--- src/pkg/tfr_pkg.sv ---
package tfr_pkg;
  // Command codes of the response settings
  localparam logic [7:0] CMD_EXT_OT = 8'h50;
  localparam logic [7:0] CMD_EXT_UT = 8'h54;
  localparam logic [7:0] CMD_DIE_OT = 8'hd6;
  // Reset values of the response settings
  localparam logic [7:0] EXT_RESET  = 8'hb8;
  localparam logic [7:0] DIE_RESET  = 8'hc0;
  // Page value that addresses every channel at once
  localparam logic [7:0] PAGE_ALL   = 8'hff;
  // Field positions inside a response byte
  localparam int RESP_HI  = 7;
  localparam int RESP_LO  = 6;
  localparam int RETRY_HI = 5;
  localparam int RETRY_LO = 3;
  // Response field codes
  localparam logic [1:0] RESP_CONTINUE = 2'h0;
  localparam logic [1:0] RESP_UNSUP    = 2'h1;
  localparam logic [1:0] RESP_SHUTDOWN = 2'h2;
  localparam logic [1:0] RESP_WHILE    = 2'h3;
  // Retry field codes
  localparam logic [2:0] RETRY_NONE    = 3'h0;
  localparam logic [2:0] RETRY_FOREVER = 3'h7;
  // Channel count and restart counter width
  localparam int NUM_CHANNELS = 2;
  localparam int RESTART_W    = 16;

  // Channel output states
  typedef enum logic [3:0] {
    CH_RUN     = 4'b0001,
    CH_LATCHED = 4'b0010,
    CH_RETRY   = 4'b0100,
    CH_HOLD    = 4'b1000
  } tfr_ch_state_type;

  // Response field of a setting byte
  function automatic logic [1:0] tfr_resp(input logic [7:0] b);
    return b[RESP_HI:RESP_LO];
  endfunction

  // Retry field of a setting byte; the delay field is never looked at
  function automatic logic [2:0] tfr_retry(input logic [7:0] b);
    return b[RETRY_HI:RETRY_LO];
  endfunction
endpackage

--- src/logic/tfr_channel.sv ---
`timescale 1ns/1ps
// Output control of one channel: shutdown, retry and hold-while-hot
module tfr_channel
  import tfr_pkg::*;
#(
  parameter int CNT_W = RESTART_W
) (
  input  wire logic             clk,
  input  wire logic             rst,
  input  wire logic             channel_on,
  input  wire logic             die_fault,
  input  wire logic             adc_valid,
  input  wire logic             ext_ot_fault,
  input  wire logic             ext_ut_fault,
  input  wire logic [7:0]       die_resp,
  input  wire logic [7:0]       ot_resp,
  input  wire logic [7:0]       ut_resp,
  input  wire logic [CNT_W-1:0] restart_interval,
  input  wire logic             clear_faults,
  output logic                  output_enable,
  output logic                  turn_on
);
  // Whole channel state
  typedef struct packed {
    tfr_ch_state_type st;       // Output state
    logic [CNT_W-1:0] wait_cnt; // Cycles left before a restart
    logic             on_d;     // Command level one cycle ago
    logic             out_en;   // Registered output enable
  } tfr_ch_type;

  tfr_ch_type s;       // Current state
  tfr_ch_type next_s;  // Next state
  logic       die_shut; // Die fault asking for shutdown
  logic       die_hold; // Die fault asking for disable while present
  logic       ot_hit;   // Sampled external overtemperature shutdown
  logic       ut_hit;   // Sampled external undertemperature shutdown
  logic       ext_stop; // External shutdown that must not restart

  // Off-to-on edge of the combined run command
  assign turn_on       = channel_on & ~s.on_d;
  assign output_enable = s.out_en;

  // Next state
  always_comb begin
    next_s      = s;
    next_s.on_d = channel_on;
    die_shut    = die_fault & (tfr_resp(die_resp) == RESP_SHUTDOWN);
    die_hold    = die_fault & (tfr_resp(die_resp) == RESP_WHILE);
    // Code 00 lets the channel run on; the delay field is unused
    ot_hit   = adc_valid & ext_ot_fault
             & (tfr_resp(ot_resp) == RESP_SHUTDOWN);
    ut_hit   = adc_valid & ext_ut_fault
             & (tfr_resp(ut_resp) == RESP_SHUTDOWN);
    // Any retry code other than all ones means no restart
    ext_stop = (ot_hit & (tfr_retry(ot_resp) != RETRY_FOREVER))
             | (ut_hit & (tfr_retry(ut_resp) != RETRY_FOREVER));
    if (!channel_on) begin
      // Commanded off: forget any shutdown, restart is from scratch
      next_s.st       = CH_RUN;
      next_s.wait_cnt = '0;
    end else begin
      unique case (s.st)
        CH_RUN: begin
          if (die_shut) begin
            // Die retry field can only be 000: latch off
            next_s.st = CH_LATCHED;
          end else if (die_hold) begin
            next_s.st = CH_HOLD;
          end else if (ext_stop) begin
            next_s.st = CH_LATCHED;
          end else if (ot_hit | ut_hit) begin
            next_s.st       = CH_RETRY;
            next_s.wait_cnt = restart_interval;
          end
        end
        CH_LATCHED: begin
          // Stays off until the fault is cleared; a hot die still holds
          if (clear_faults) begin
            if (die_hold) begin
              next_s.st = CH_HOLD;
            end else if (!die_shut) begin
              next_s.st = CH_RUN;
            end
          end
        end
        CH_RETRY: begin
          // Another fault without retry ends the restart loop
          if (die_shut | ext_stop) begin
            next_s.st = CH_LATCHED;
          end else if (die_hold) begin
            next_s.st = CH_HOLD;
          end else if (s.wait_cnt == '0) begin
            next_s.st = CH_RUN;
          end else begin
            next_s.wait_cnt = s.wait_cnt - 1'b1;
          end
        end
        CH_HOLD: begin
          // External shutdowns taken while held off still count
          if (ext_stop) begin
            next_s.st = CH_LATCHED;
          end else if (ot_hit | ut_hit) begin
            next_s.st       = CH_RETRY;
            next_s.wait_cnt = restart_interval;
          end else if (!die_fault) begin
            // Re-enable as soon as the die cools down
            next_s.st = CH_RUN;
          end
        end
        default: begin
          // Illegal one-hot code: recover to running
          next_s.st = CH_RUN;
        end
      endcase
    end
    next_s.out_en = channel_on & (next_s.st == CH_RUN);
  end

  // State register
  always_ff @(posedge clk or posedge rst) begin
    if (rst) begin
      s <= '{st: CH_RUN, wait_cnt: '0, on_d: 1'b0, out_en: 1'b0};
    end else begin
      s <= next_s;
    end
  end
endmodule

--- src/logic/tfr_fault_response.sv ---
`timescale 1ns/1ps
// How it works
// - Read-only die setting at 0xD6, reset 0xC0
// - Die fault sets MFR bits, alerts unless masked
// - Die response 00 or 01 raises CML fault
// - Die response 10 shuts down, latches off; fixed 0xC0 setting never selects it
// - Die response 11 disables while fault present
// - Retry 000 means stay off until cleared
// - Die retry 001 to 111 raises CML fault
// - Die delay field ignored
// - Flags clear on clear, off-on, reset
// - External OT setting 0x50, paged, reset 0xB8
// - External UT setting 0x54, paged, reset 0xB8
// - External OT sets temperature bits, alerts
// - External faults taken from ADC results
// - External 00 continues, 10 stops, else CML
// - External retry 111 restarts after interval
// - External delay field ignored
// - External UT sets temperature bits, alerts
module tfr_fault_response
  import tfr_pkg::*;
#(
  // Channel count and restart counter width
  parameter int NUM_CH = NUM_CHANNELS,
  parameter int CNT_W  = RESTART_W
) (
  // Clock and power-on reset
  input  wire logic              clk,
  input  wire logic              rst,
  // Management command port
  input  wire logic              cmd_valid,
  input  wire logic              cmd_write,
  input  wire logic [7:0]        cmd_code,
  input  wire logic [7:0]        cmd_wdata,
  input  wire logic [7:0]        page_sel,
  // Command answer, one cycle after the request
  output logic                   cmd_ack,
  output logic                   cmd_hit,
  output logic [7:0]             cmd_rdata,
  output logic                   cml_fault,
  // Fault clear and per-channel run commands
  input  wire logic              clear_faults,
  input  wire logic [NUM_CH-1:0] channel_run_pin,
  input  wire logic [NUM_CH-1:0] operation_on,
  // Restart interval in clock cycles, shared by both channels
  input  wire logic [CNT_W-1:0]  restart_interval_setting,
  // Temperature sensing
  input  wire logic              die_overtemp,
  input  wire logic              adc_valid,
  input  wire logic [NUM_CH-1:0] ext_overtemp,
  input  wire logic [NUM_CH-1:0] ext_undertemp,
  // Alert masks, high hides a flag from the alert line
  input  wire logic              alert_mask_die,
  input  wire logic [NUM_CH-1:0] alert_mask_ot,
  input  wire logic [NUM_CH-1:0] alert_mask_ut,
  // Channel enables and status flags
  output logic [NUM_CH-1:0]      output_enable,
  output logic                   status_word_mfr,
  output logic                   status_mfr_overtemp,
  output logic [NUM_CH-1:0]      status_byte_temp,
  output logic [NUM_CH-1:0]      status_temp_ot,
  output logic [NUM_CH-1:0]      status_temp_ut,
  output logic                   alert_n
);
  // Whole register and flag state of the block
  // Settings, sticky flags and the registered command answer all live
  // here, so that one always_ff holds every flip-flop outside the channel controllers
  typedef struct packed {
    logic [NUM_CH-1:0][7:0] ot_resp; // External OT setting per channel
    logic [NUM_CH-1:0][7:0] ut_resp; // External UT setting per channel
    logic                   die_flag; // Die overtemperature status
    logic [NUM_CH-1:0]      ot_flag;  // External OT status per channel
    logic [NUM_CH-1:0]      ut_flag;  // External UT status per channel
    logic                   ack;      // Command answer strobe
    logic                   hit;      // Command code belongs here
    logic [7:0]             rdata;    // Read data
    logic                   cml;      // Rejected write strobe
    logic                   alert_n;  // Alert line, low when active
  } tfr_top_state_type;

  // Current and next copies of the whole state
  tfr_top_state_type s;      // Current state
  tfr_top_state_type next_s; // Next state

  // Die setting never changes; it is a constant register
  // Holding it as a constant saves eight flops; the price is that the
  // shutdown-and-latch die response can never be selected
  localparam logic [7:0] DIE_RESP = DIE_RESET;

  // Combinational helpers of the decode
  logic [NUM_CH-1:0] ch_on;   // Run pin and operation both asking on
  logic [NUM_CH-1:0] turn_on; // Off-to-on edge per channel
  logic [NUM_CH-1:0] ch_en;   // Output enable per channel
  logic              wr;      // Write request this cycle
  logic              rd;      // Read request this cycle
  logic [7:0]        rsel;    // Channel picked for a read
  logic              ext_ok;  // Written external byte is supported
  logic              die_ok;  // Written die byte is supported

  // Does a page value address a given channel
  // The all-pages value reaches every channel at once, so one write
  // can set both channels alike
  function automatic logic page_hits(input logic [7:0] page,
                                     input int         ch);
    return (page == PAGE_ALL) || (page == 8'(ch));
  endfunction

  // External byte legal: only continue or shutdown responses
  // Retry and delay fields never make an external byte illegal
  function automatic logic ext_legal(input logic [7:0] b);
    return (tfr_resp(b) == RESP_CONTINUE)
         || (tfr_resp(b) == RESP_SHUTDOWN);
  endfunction

  // Die byte legal: upper responses only, no retry count
  // The delay field is left out of the test on purpose
  // A legal byte is still not stored, the setting being read-only
  function automatic logic die_legal(input logic [7:0] b);
    return (tfr_resp(b) != RESP_CONTINUE)
         && (tfr_resp(b) != RESP_UNSUP)
         && (tfr_retry(b) == RETRY_NONE);
  endfunction

  // A channel counts as on only while the pin and the command agree
  assign ch_on  = channel_run_pin & operation_on;
  // Read and write strobes of the command port
  assign wr     = cmd_valid & cmd_write;
  assign rd     = cmd_valid & ~cmd_write;
  // Legality of the byte on the data lines, used only by writes
  assign ext_ok = ext_legal(cmd_wdata);
  assign die_ok = die_legal(cmd_wdata);
  // A read under the all-pages value answers from channel 0
  // and so does any page value beyond the last channel
  assign rsel   = (page_sel < 8'(NUM_CH)) ? page_sel : 8'h00;

  // Registered outputs
  // Every output below but status_byte_temp comes straight from a flip-flop, so the host
  // never sees a glitch while the command decode settles
  assign cmd_ack             = s.ack;
  assign cmd_hit             = s.hit;
  assign cmd_rdata           = s.rdata;
  assign cml_fault           = s.cml;
  // Channel enables come from the controllers' own flip-flops
  assign output_enable       = ch_en;
  // One die flag feeds both of its status bits
  assign status_word_mfr     = s.die_flag;
  assign status_mfr_overtemp = s.die_flag;
  // Summary bit of each channel: either temperature flag
  assign status_byte_temp    = s.ot_flag | s.ut_flag;
  assign status_temp_ot      = s.ot_flag;
  assign status_temp_ut      = s.ut_flag;
  // Active low, so the idle line is high
  assign alert_n             = s.alert_n;

  // One output controller per channel
  // The die sensor is shared, so both channels see the same die fault;
  // the external sensors and settings are kept per channel
  // Each controller owns its state machine and restart counter
  genvar g;
  generate
    for (g = 0; g < NUM_CH; g++) begin : g_ch
      tfr_channel #(
        .CNT_W (CNT_W)
      ) u_ch (
        .clk              (clk),
        .rst              (rst),
        .channel_on       (ch_on[g]),
        .die_fault        (die_overtemp),
        .adc_valid        (adc_valid),
        .ext_ot_fault     (ext_overtemp[g]),
        .ext_ut_fault     (ext_undertemp[g]),
        .die_resp         (DIE_RESP),
        .ot_resp          (s.ot_resp[g]),
        .ut_resp          (s.ut_resp[g]),
        .restart_interval (restart_interval_setting),
        .clear_faults     (clear_faults),
        .output_enable    (ch_en[g]),
        .turn_on          (turn_on[g])
      );
    end
  endgenerate

  // Command decode, settings, status flags and alert
  // Everything settles in this one process so that the flags, the
  // stored settings and the alert line always agree within a cycle
  always_comb begin
    next_s       = s;
    // Answer fields are pulses: cleared unless a request sets them
    next_s.ack   = cmd_valid;
    next_s.cml   = 1'b0;
    next_s.hit   = 1'b0;
    next_s.rdata = 8'h00;

    // Commands: settings and read-back
    // Every request is answered, ours or not, so the host never waits
    if (cmd_valid) begin
      unique case (cmd_code)
        CMD_EXT_OT: begin
          // External overtemperature setting of the read channel
          next_s.hit   = 1'b1;
          next_s.rdata = s.ot_resp[rsel[0 +: $clog2(NUM_CH)]];
          if (wr) begin
            // A rejected byte is not stored
            next_s.cml = ~ext_ok;
          end
        end
        CMD_EXT_UT: begin
          // External undertemperature setting of the read channel
          next_s.hit   = 1'b1;
          next_s.rdata = s.ut_resp[rsel[0 +: $clog2(NUM_CH)]];
          if (wr) begin
            // Same refusal as the overtemperature setting
            next_s.cml = ~ext_ok;
          end
        end
        CMD_DIE_OT: begin
          // Fixed die setting; reads never depend on the page
          next_s.hit   = 1'b1;
          next_s.rdata = DIE_RESP;
          if (wr) begin
            // Read-only: a legal byte is dropped, a bad one flagged
            next_s.cml = ~die_ok;
          end
        end
        default: begin
          // Other command codes are handled elsewhere
          // Their answer carries ack with hit low, so the host can tell them apart
          next_s.hit = 1'b0;
        end
      endcase
    end
    // Read data is zero on writes and idle cycles, never stale
    if (!rd) begin
      next_s.rdata = 8'h00;
    end

    // Per-channel settings and flags
    // Writes land only in the channels that the page selects, and only
    // when the byte is legal, so a refused byte leaves the old value
    for (int c = 0; c < NUM_CH; c++) begin
      if (wr && ext_ok && page_hits(page_sel, c)) begin
        if (cmd_code == CMD_EXT_OT) begin
          next_s.ot_resp[c] = cmd_wdata;
        end
        // Each setting has its own command code
        if (cmd_code == CMD_EXT_UT) begin
          next_s.ut_resp[c] = cmd_wdata;
        end
      end
      // Clear-faults and an off-to-on edge both restart the flags
      // Clear first, so that a fault in the same cycle wins
      if (clear_faults || turn_on[c]) begin
        next_s.ot_flag[c] = 1'b0;
        next_s.ut_flag[c] = 1'b0;
      end
      // Faults are seen only on ADC result strobes
      // Between strobes the compare inputs may be stale, so they wait
      if (adc_valid && ext_overtemp[c]) begin
        next_s.ot_flag[c] = 1'b1;
      end
      // Undertemperature follows the same strobe
      if (adc_valid && ext_undertemp[c]) begin
        next_s.ut_flag[c] = 1'b1;
      end
    end

    // Die flag is shared by both channels
    // A turn-on of either channel clears it; set still wins over clear,
    // so a restart of one channel also frees the other's die status
    if (clear_faults || (|turn_on)) begin
      next_s.die_flag = 1'b0;
    end
    // The die sensor is a level, taken on every edge
    if (die_overtemp) begin
      next_s.die_flag = 1'b1;
    end

    // Alert follows any unmasked flag at the same edge as the flag
    // Masks only hide a flag from the alert line; the flag still sets
    // A masked flag can still raise the alert once its mask drops
    next_s.alert_n = ~((next_s.die_flag & ~alert_mask_die)
                     | (|(next_s.ot_flag & ~alert_mask_ot))
                     | (|(next_s.ut_flag & ~alert_mask_ut)));
  end

  // State register; power-on reset restores defaults and clears flags
  // Reset values are constants only, so the asynchronous branch holds
  // no logic that could glitch while reset is released
  always_ff @(posedge clk or posedge rst) begin
    if (rst) begin
      s          <= '0;
      // Settings come back to their defaults on every channel
      s.ot_resp  <= {NUM_CH{EXT_RESET}};
      s.ut_resp  <= {NUM_CH{EXT_RESET}};
      // Alert line idles high
      s.alert_n  <= 1'b1;
    end else begin
      // Every flip-flop takes its next value on every edge
      s <= next_s;
    end
  end
endmodule

--- config.mk ---
export PLATFORM = sky130hd
export DESIGN_NAME = tfr_fault_response
export DESIGN_NICKNAME = d
export VERILOG_FILES = /design/src/pkg/tfr_pkg.sv /design/src/logic/tfr_channel.sv /design/src/logic/tfr_fault_response.sv
export SDC_FILE = /design/constraint.sdc
export NUM_CORES = 1
export LEC_CHECK = 0
export BUFFER_PORTS_ARGS = -buffer_cell sky130_fd_sc_hd__buf_2
export CORE_ASPECT_RATIO = 0.75
export CORE_MARGIN = 4
export CORE_UTILIZATION = 58
export CTS_CLUSTER_DIAMETER = 200
export DETAILED_ROUTE_END_ITERATION = 8
export PLACE_DENSITY = 0.92
export SKIP_LAST_GASP = 1
export SLEW_MARGIN = 20
export SYNTH_ARGS = -nofsm -noshare
export SYNTH_HDL_FRONTEND = slang
export SYNTH_SLANG_ARGS = --single-unit
--- constraint.sdc ---
create_clock -name clk -period 3.7 [get_ports clk]
set_clock_uncertainty 0.05 [all_clocks]
set_input_delay 0.185 -clock clk [delete_from_list [all_inputs] [get_ports clk]]
set_output_delay 0.185 -clock clk [all_outputs]
set_load 0.02 [all_outputs]
==> metrics.yaml, run 1 <==
run_status: "finished clean"
port_buffers: 81
row_count: 30
initial_utilization: 0.600
ios: 82
antenna_found_initial: 0
cp_cell_sequence: "nor4_1 -> nand4_1 -> a21oi_1 -> nor2_1 -> a211oi_1"
leakage_nw: 2.89
rsz0062_at_grt: "false"
antenna_left: 0
report.power.total_w: 0.00213
tightest_slew_ps: 920
cp.arrival_ps: 2960
vdd_drop_max_uv: 194
relSlewSlack: 0.387
place_congestion: 0.968
die_h_um: 91.9
final_common_cell: "buf_2"
drcViolationCount: 0
syn_area_sq_um: 5450
synth_nets: 617
grt_pass1_wl_um: 24700
crit_fanout: 11
drt_iter0_markers: 879
crit_type: "reg -> reg"
synthCells: 555
critPathMaxStageDelay_ps: 790
track_usage: 0.276
yosysWarnings: 0
htreeDepth: 3
synthArstFlopShare: 1.00
postCtsSetupBuffers: 0
viasPerCell: 6.67
power_density_nw_per_um2: 344
critPathRequiredTime_ps: 3880
post-route-period-util: 0.751
slowest_stage: "a21oi_1"
end_kind: "register"
ys_dominant_reg_cell: "dfrtp_1"
finalWirelength_um: 15000
clkSinkCount: 93
cts_resized: 0
drive_gt1_frac: 0.270
maxCapViolCount: 0
place_inst: 735
fmax_mhz: 360
grt_overflow: 0
synth-seq-cells: 93
finalHoldViolCount: 0
post_drt_wl_per_cell_um: 19.9
drv_slew: 0
grt_max_degree: 47
cp-start-kind: "register"
via_count: 5032
seq_area_frac_synth: 0.432
die_w_um: 120
cts_buffers: 9
setup_viol: 0
synth_edf_count: 0
nNetsFinal: 683
path_buf_inv: 0
clkTransAtPathRegs_ps: 70
dr.pass1.iters: 7
fin_crit_ps: 2780
final_cell_mix: "81 x buf_2, 74 x dfrtp_1, 36 x a21oi_1"
antennaDiodeCount: 0
syn_avg_cell_area_sq_um: 9.82
hold_class: "in -> reg"
dieArea_sq_um: 11000
clkLatencyLatePin_ps: 350
critPathTopFamily: "compound AO/OA/AOI/OAI gates"
hpwl_um: 10800
cts_max_path_buffers: 2
core_sq_um: 9080
grt_pass1_vias: 4818
stdcell_count: 754
root_buffer: "clkbuf_16"
synth.distinct_cells: 69
synthToLayoutAreaGrowth_pct: 13.9
cts_tree: "done"
tns_ps: 0
cell families (layout without fill, tap and decap cells):
family | Yosys count | count (layout) | share of synthesized area
multiplexers | 44 | 44 | 0.0873
buffers and inverters | 54 | 125 | 0.0441
AND/OR/NAND/NOR | 177 | 177 | 0.184
XOR/XNOR | 15 | 15 | 0.0241
flip-flops | 93 | 93 | 0.432
AO/OA/AOI/OAI | 170 | 170 | 0.225
adder cells (fa/ha/maj) | 2 | 2 | 0.00459
sequential cells by signal, indices dropped and copies added (netlist names), 2 cells and up:
signal                   flops
cmd_rdata                    8
g_ch.u_ch.s                 42
status_temp_ot               2
status_temp_ut               2
s                           32
g_ch.u_ch.output_enable      2
metrics by stage:
stage	hold slack, ps	area [sq um]	setup slack (ps)	util
2_1_floorplan	166	5450	1080	-
3_3_place_gp	281	5890	1160	0.648
3_5_place_dp	293	5890	1050	0.648
4_1_cts	35.8	6210	1030	0.683
5_1_grt	62.1	6210	757	0.683
6_report	47.7	6210	919	0.683
routing by layer:
metal / vias to the layer above / track usage / routed length [um]
li1: 2260 / - / -
met1: 2441 / 0.403 / 6330
met2: 291 / 0.418 / 6900
met3: 40 / 0.0567 / 1480
met4: 0 / 0.0763 / 302
met5: - / 0 / 0
worst min-delay path, delay by kind of cell:
| kind | cells | cell delay, ps |
|---|---|---|
| compound gates | 1 | 60 |
| simple gates | 1 | 50 |
| buf+inv | 1 | 110 |
power breakdown:
part | total (W) | internal (W) | switching [W] | leakage, nW
clock network | 0.000923 | 0.000474 | 0.000449 | 0.141
registers | 0.00104 | 0.00103 | 0.0000118 | 1.21
logic | 0.000169 | 0.0000613 | 0.000107 | 1.54
total | 0.00213 | 0.00157 | 0.000568 | 2.89
area by class of cell:
cell class	instances	area, sq um
Inverter	20	76.3
Clock buffer	9	225
Clock inverter	7	65.1
Multi-Input combinational cell	408	2860
Sequential cell	93	2350
Fill cell	677	2880
Tap cell	128	160
Timing Repair Buffer	89	473
timing repair:
| item | 4_1_cts | 5_1_grt |
|---|---|---|
| hold buffers | 3 | 0 |
| setup endpoints to repair | 0 | 0 |
| hold endpoints to repair | 44 | 0 |
final timing paths:
check	from	endpoint	slack, ps	cells after the start
min in group asynchronous	rst	g_ch[0].u_ch.s[14]$_DFFE_PP0P_	490	3
worst min register to register	s[19]$_DFFE_PP0P_	s[19]$_DFFE_PP0P_	460	1
worst min-delay path	cmd_wdata[6]	cml_fault$_DFF_PP0_	50	3
worst max-delay path	g_ch[0].u_ch.s[8]$_DFFE_PP0P_	g_ch[0].u_ch.s[15]$_DFFE_PP0P_	920	5
max in group asynchronous	rst	s[48]$_DFFE_PP1P_	2100	4
worst max register to register	g_ch[0].u_ch.s[8]$_DFFE_PP0P_	g_ch[0].u_ch.s[15]$_DFFE_PP0P_	920	5
Yosys cell counts, types with 4 or more instances:
master	instances	area share
a22oi_1	18	0.025
nor2b_1	4	0.0046
a31oi_1	7	0.0080
and2_1	13	0.015
o22a_1	4	0.0064
nand3b_1	4	0.0055
nor3b_1	4	0.0055
o21ai_0	11	0.010
xnor2_1	8	0.013
a21oi_1	36	0.033
o311ai_0	4	0.0064
o32ai_1	5	0.0080
o21a_1	4	0.0055
o31ai_1	21	0.029
clkbuf_1	19	0.013
nand3_1	13	0.012
dfstp_2	19	0.092
inv_1	20	0.014
a211oi_1	8	0.011
nor3_1	28	0.026
nor4_1	4	0.0046
nor2_1	30	0.021
dfrtp_1	74	0.34
and3_1	5	0.0057
or2_2	4	0.0046
o22ai_1	13	0.015
o211ai_1	6	0.0083
nand2_1	25	0.017
nand4b_1	5	0.0080
buf_2	9	0.0083
a22o_1	7	0.011
mux2i_1	16	0.029
mux2_2	28	0.058
xor2_1	7	0.011
or3_1	4	0.0046
nand4_1	7	0.0080
nand2b_1	8	0.0092
Power figures use the tool's default switching activity.
==> inputs of run 2 (changes only) <==
ABC_AREA = 1   (was unset)
clock period = 2.9 ns   (was 3.7 ns; I/O delays follow)
==> run 2 against run 1 <==
Compared with the run above: sequential share of layout area fell by 1.6 points; flip-flop and latch count did not move; critical path depth rose by 4.
==> metrics.yaml, run 2 <==
cts_hold_buffers: 2  # -1
grt_max_degree: 94  # +100%
place_congestion: 0.934  # -3.5%
power_density_nw_per_um2: 432  # +26%
yosysMostFrequentCell: "nand2_1"
htreeDepth: 3  # unchanged
dieArea_sq_um: 11500  # +4.3%
antennaDiodeCount: 0  # unchanged
root_buffer: "clkbuf_16"
fmax_mhz: 451  # +25%
yosysTopAreaCellShare: 0.325  # -0.0151
crit_type: "reg -> reg"
track_usage: 0.254  # -0.0216
drive_gt1_frac: 0.195  # -0.0748
post-route-period-util: 0.765  # +0.0133
synth_edf_count: 0  # unchanged
tns_ps: 0  # unchanged
row_count: 31  # +3.3%
drcViolationCount: 0  # unchanged
cts_resized: 0  # unchanged
port_buffers: 81  # unchanged
nNetsFinal: 933  # +37%
antenna_found_initial: 0  # unchanged
drv_slew: 0  # unchanged
r2r_cells: 9  # +4
hp-start: "alert_mask_ot[1]"
synthArstFlopShare: 1.00  # unchanged
grt_pass1_vias: 4987  # +3.5%
hpwl_um: 10400  # -4.0%
clkTransAtPathRegs_ps: 70  # about the same
ys_dominant_reg_cell: "dfrtp_1"
final_common_cell: "nand2_1"
final_cell_mix: "221 x nand2_1, 122 x inv_1, 91 x nand3_1"
largest-register: "g_ch.u_ch.s"
r2r-end: "g_ch[0].u_ch.s[14]$_DFFE_PP0P_"
clkLatencyLatePin_ps: 340  # about the same
syn_avg_cell_area_sq_um: 7.15  # -27%
die_w_um: 122  # +2.1%
min_to: "alert_n$_DFF_PP1_"
cts_max_path_buffers: 2  # unchanged
vdd_drop_max_uv: 302  # +56%
postCtsSetupBuffers: 0  # unchanged
largest_register_ff_count: 42  # unchanged
ios: 82  # unchanged
holdPathStages: 3  # unchanged
antenna_left: 0  # unchanged
setup_ws_ps: 682  # -237 ps
yosysWarnings: 0  # unchanged
maxCapViolCount: 0  # unchanged
finalHoldViolCount: 0  # unchanged
run_status: "finished clean"
relSlewSlack: 0.534  # +0.147
via_count: 5562  # +11%
post_drt_wl_per_cell_um: 14.2  # -29%
synth_nets: 859  # +39%
core_sq_um: 9620  # +5.9%
drt_iter0_markers: 685  # -22%
cts_buffers: 9  # unchanged
rsz0062_at_grt: "false"
cp-start-kind: "register"
yosysTopAreaCell: "dfrtp_1"
synth-seq-cells: 93  # unchanged
crit_fanout: 17  # +6
ys_top_cells_by_count: "221 x nand2_1, 123 x inv_1, 91 x nand3_1, 74 x dfrtp_1, 57 x nor2_1"
tightest_slew_ps: 699  # -221 ps
initial_utilization: 0.593  # -0.00698
seq_area_frac_synth: 0.412  # -0.0192
synthToLayoutAreaGrowth_pct: 13.8
end_kind: "register"
pre_cts_ws_ps: 812  # -234 ps
critPathRequiredTime_ps: 3120  # -760 ps
r2r-start: "g_ch[0].u_ch.s[19]$_DFF_PP0_"
reg2reg_slack_ps: 680  # -240 ps
synth.distinct_cells: 39  # -43%
fin_crit_ps: 2220  # -563 ps
grt_overflow: 0  # unchanged
cts_tree: "done"
synthTopCellsByArea: "dfrtp_1 32%, nand2_1 15%, dfstp_2 8.8%"
die_h_um: 93.9  # +2.1%
syn_area_sq_um: 5700  # +4.7%
leakage_nw: 3.62  # +25%
synthCells: 797  # +44%
cp.arrival_ps: 2440  # -520 ps
viasPerCell: 5.52  # -17%
clkSinkCount: 93  # unchanged
setup_viol: 0  # unchanged
grt_pass1_wl_um: 23600  # -4.6%
dr.pass1.iters: 6  # -1
finalWirelength_um: 14300  # -4.6%
hold_class: "in -> reg"
[run 2: changes by cell type after synthesis, sizes merged, moves of 15 or more]
cell and change:
o21ai +62, a22oi -16, nand3 +84, inv +109
nor2 +33, mux2 -28, nor3 -20, mux2i -16
nand2 +205, clkbuf -15, o31ai -21
[run 2: cells by family (layout without fill, tap and decap cells)]
kind of cell               Yosys count  count (layout)  share of synthesized area
AOI/OAI and AO/OA                  127             127                      0.129
DFF                                 93              93                      0.412
xor gates and xnor gates             1               1                    0.00154
and+or+nand+nor                    422             422                      0.340
buffers and inverters              152             231                      0.112
adders and majority gates            2               2                    0.00439
[run 2: cell type report]
class / count / area (sq um)
timing repair buffer: 85 / 453
clock buffer: 9 / 225
sequential: 93 / 2350
clock inverter: 7 / 95.1
tap: 132 / 165
multi-input combinational: 552 / 2710
fill: 779 / 3130
inverter: 130 / 489
[run 2: how the worst max path moves through the flow]
stage,slack (ps),start,end,depth (start not counted)
after floorplan,320,rst,cmd_ack$_DFF_PP0_,1
after global placement,920,g_ch[0].u_ch.s[19]$_DFF_PP0_,g_ch[0].u_ch.s[4]$_DFFE_PP0P_,9
after detailed placement,810,g_ch[0].u_ch.s[19]$_DFF_PP0_,g_ch[0].u_ch.s[14]$_DFFE_PP0P_,9
after CTS,730,g_ch[0].u_ch.s[19]$_DFF_PP0_,g_ch[0].u_ch.s[14]$_DFFE_PP0P_,9
after global routing,530,g_ch[0].u_ch.s[19]$_DFF_PP0_,g_ch[0].u_ch.s[16]$_DFFE_PP0P_,9
final,680,g_ch[0].u_ch.s[19]$_DFF_PP0_,g_ch[0].u_ch.s[14]$_DFFE_PP0P_,9
[run 2: stage by stage]
step | util | power [W] | std cells | hold slack [ps] | area [sq um]
6_report | 0.675 | 0.00281 | 1008 | 13.1 | 6490
5_1_grt | 0.675 | 0.00290 | 1008 | 22.9 | 6490
4_1_cts | 0.675 | 0.00282 | 1008 | 11.7 | 6490
2_1_floorplan | - | 0.00147 | 797 | 126 | 5700
3_3_place_gp | 0.639 | 0.00155 | 990 | 231 | 6150
3_5_place_dp | 0.639 | 0.00156 | 990 | 237 | 6150
[run 2: report_power, final]
group / internal [W] / switching (W)
combinational: 0.0000675 / 0.000149
clock: 0.000758 / 0.000509
sequential: 0.00131 / 0.00000643
[run 2: metal layers]
| layer | global-route usage | part of all wire | up-vias |
|---|---|---|---|
| met5 | 0 | 0 | - |
| met1 | 0.378 | 0.45 | 2580 |
| met2 | 0.387 | 0.45 | 251 |
| li1 | - | - | 2712 |
| met3 | 0.0500 | 0.084 | 19 |
| met4 | 0.0522 | 0.012 | 0 |
[run 2: critical path, cell delays in order, from the launching register on]
cell,delay [ps]
dfrtp_1,400
nor2_1,190
nand3_2,210
inv_1,380
nand3_1,180
nand2_2,130
nand2_4,130
inv_2,280
nand2_1,100
nand2_1,70
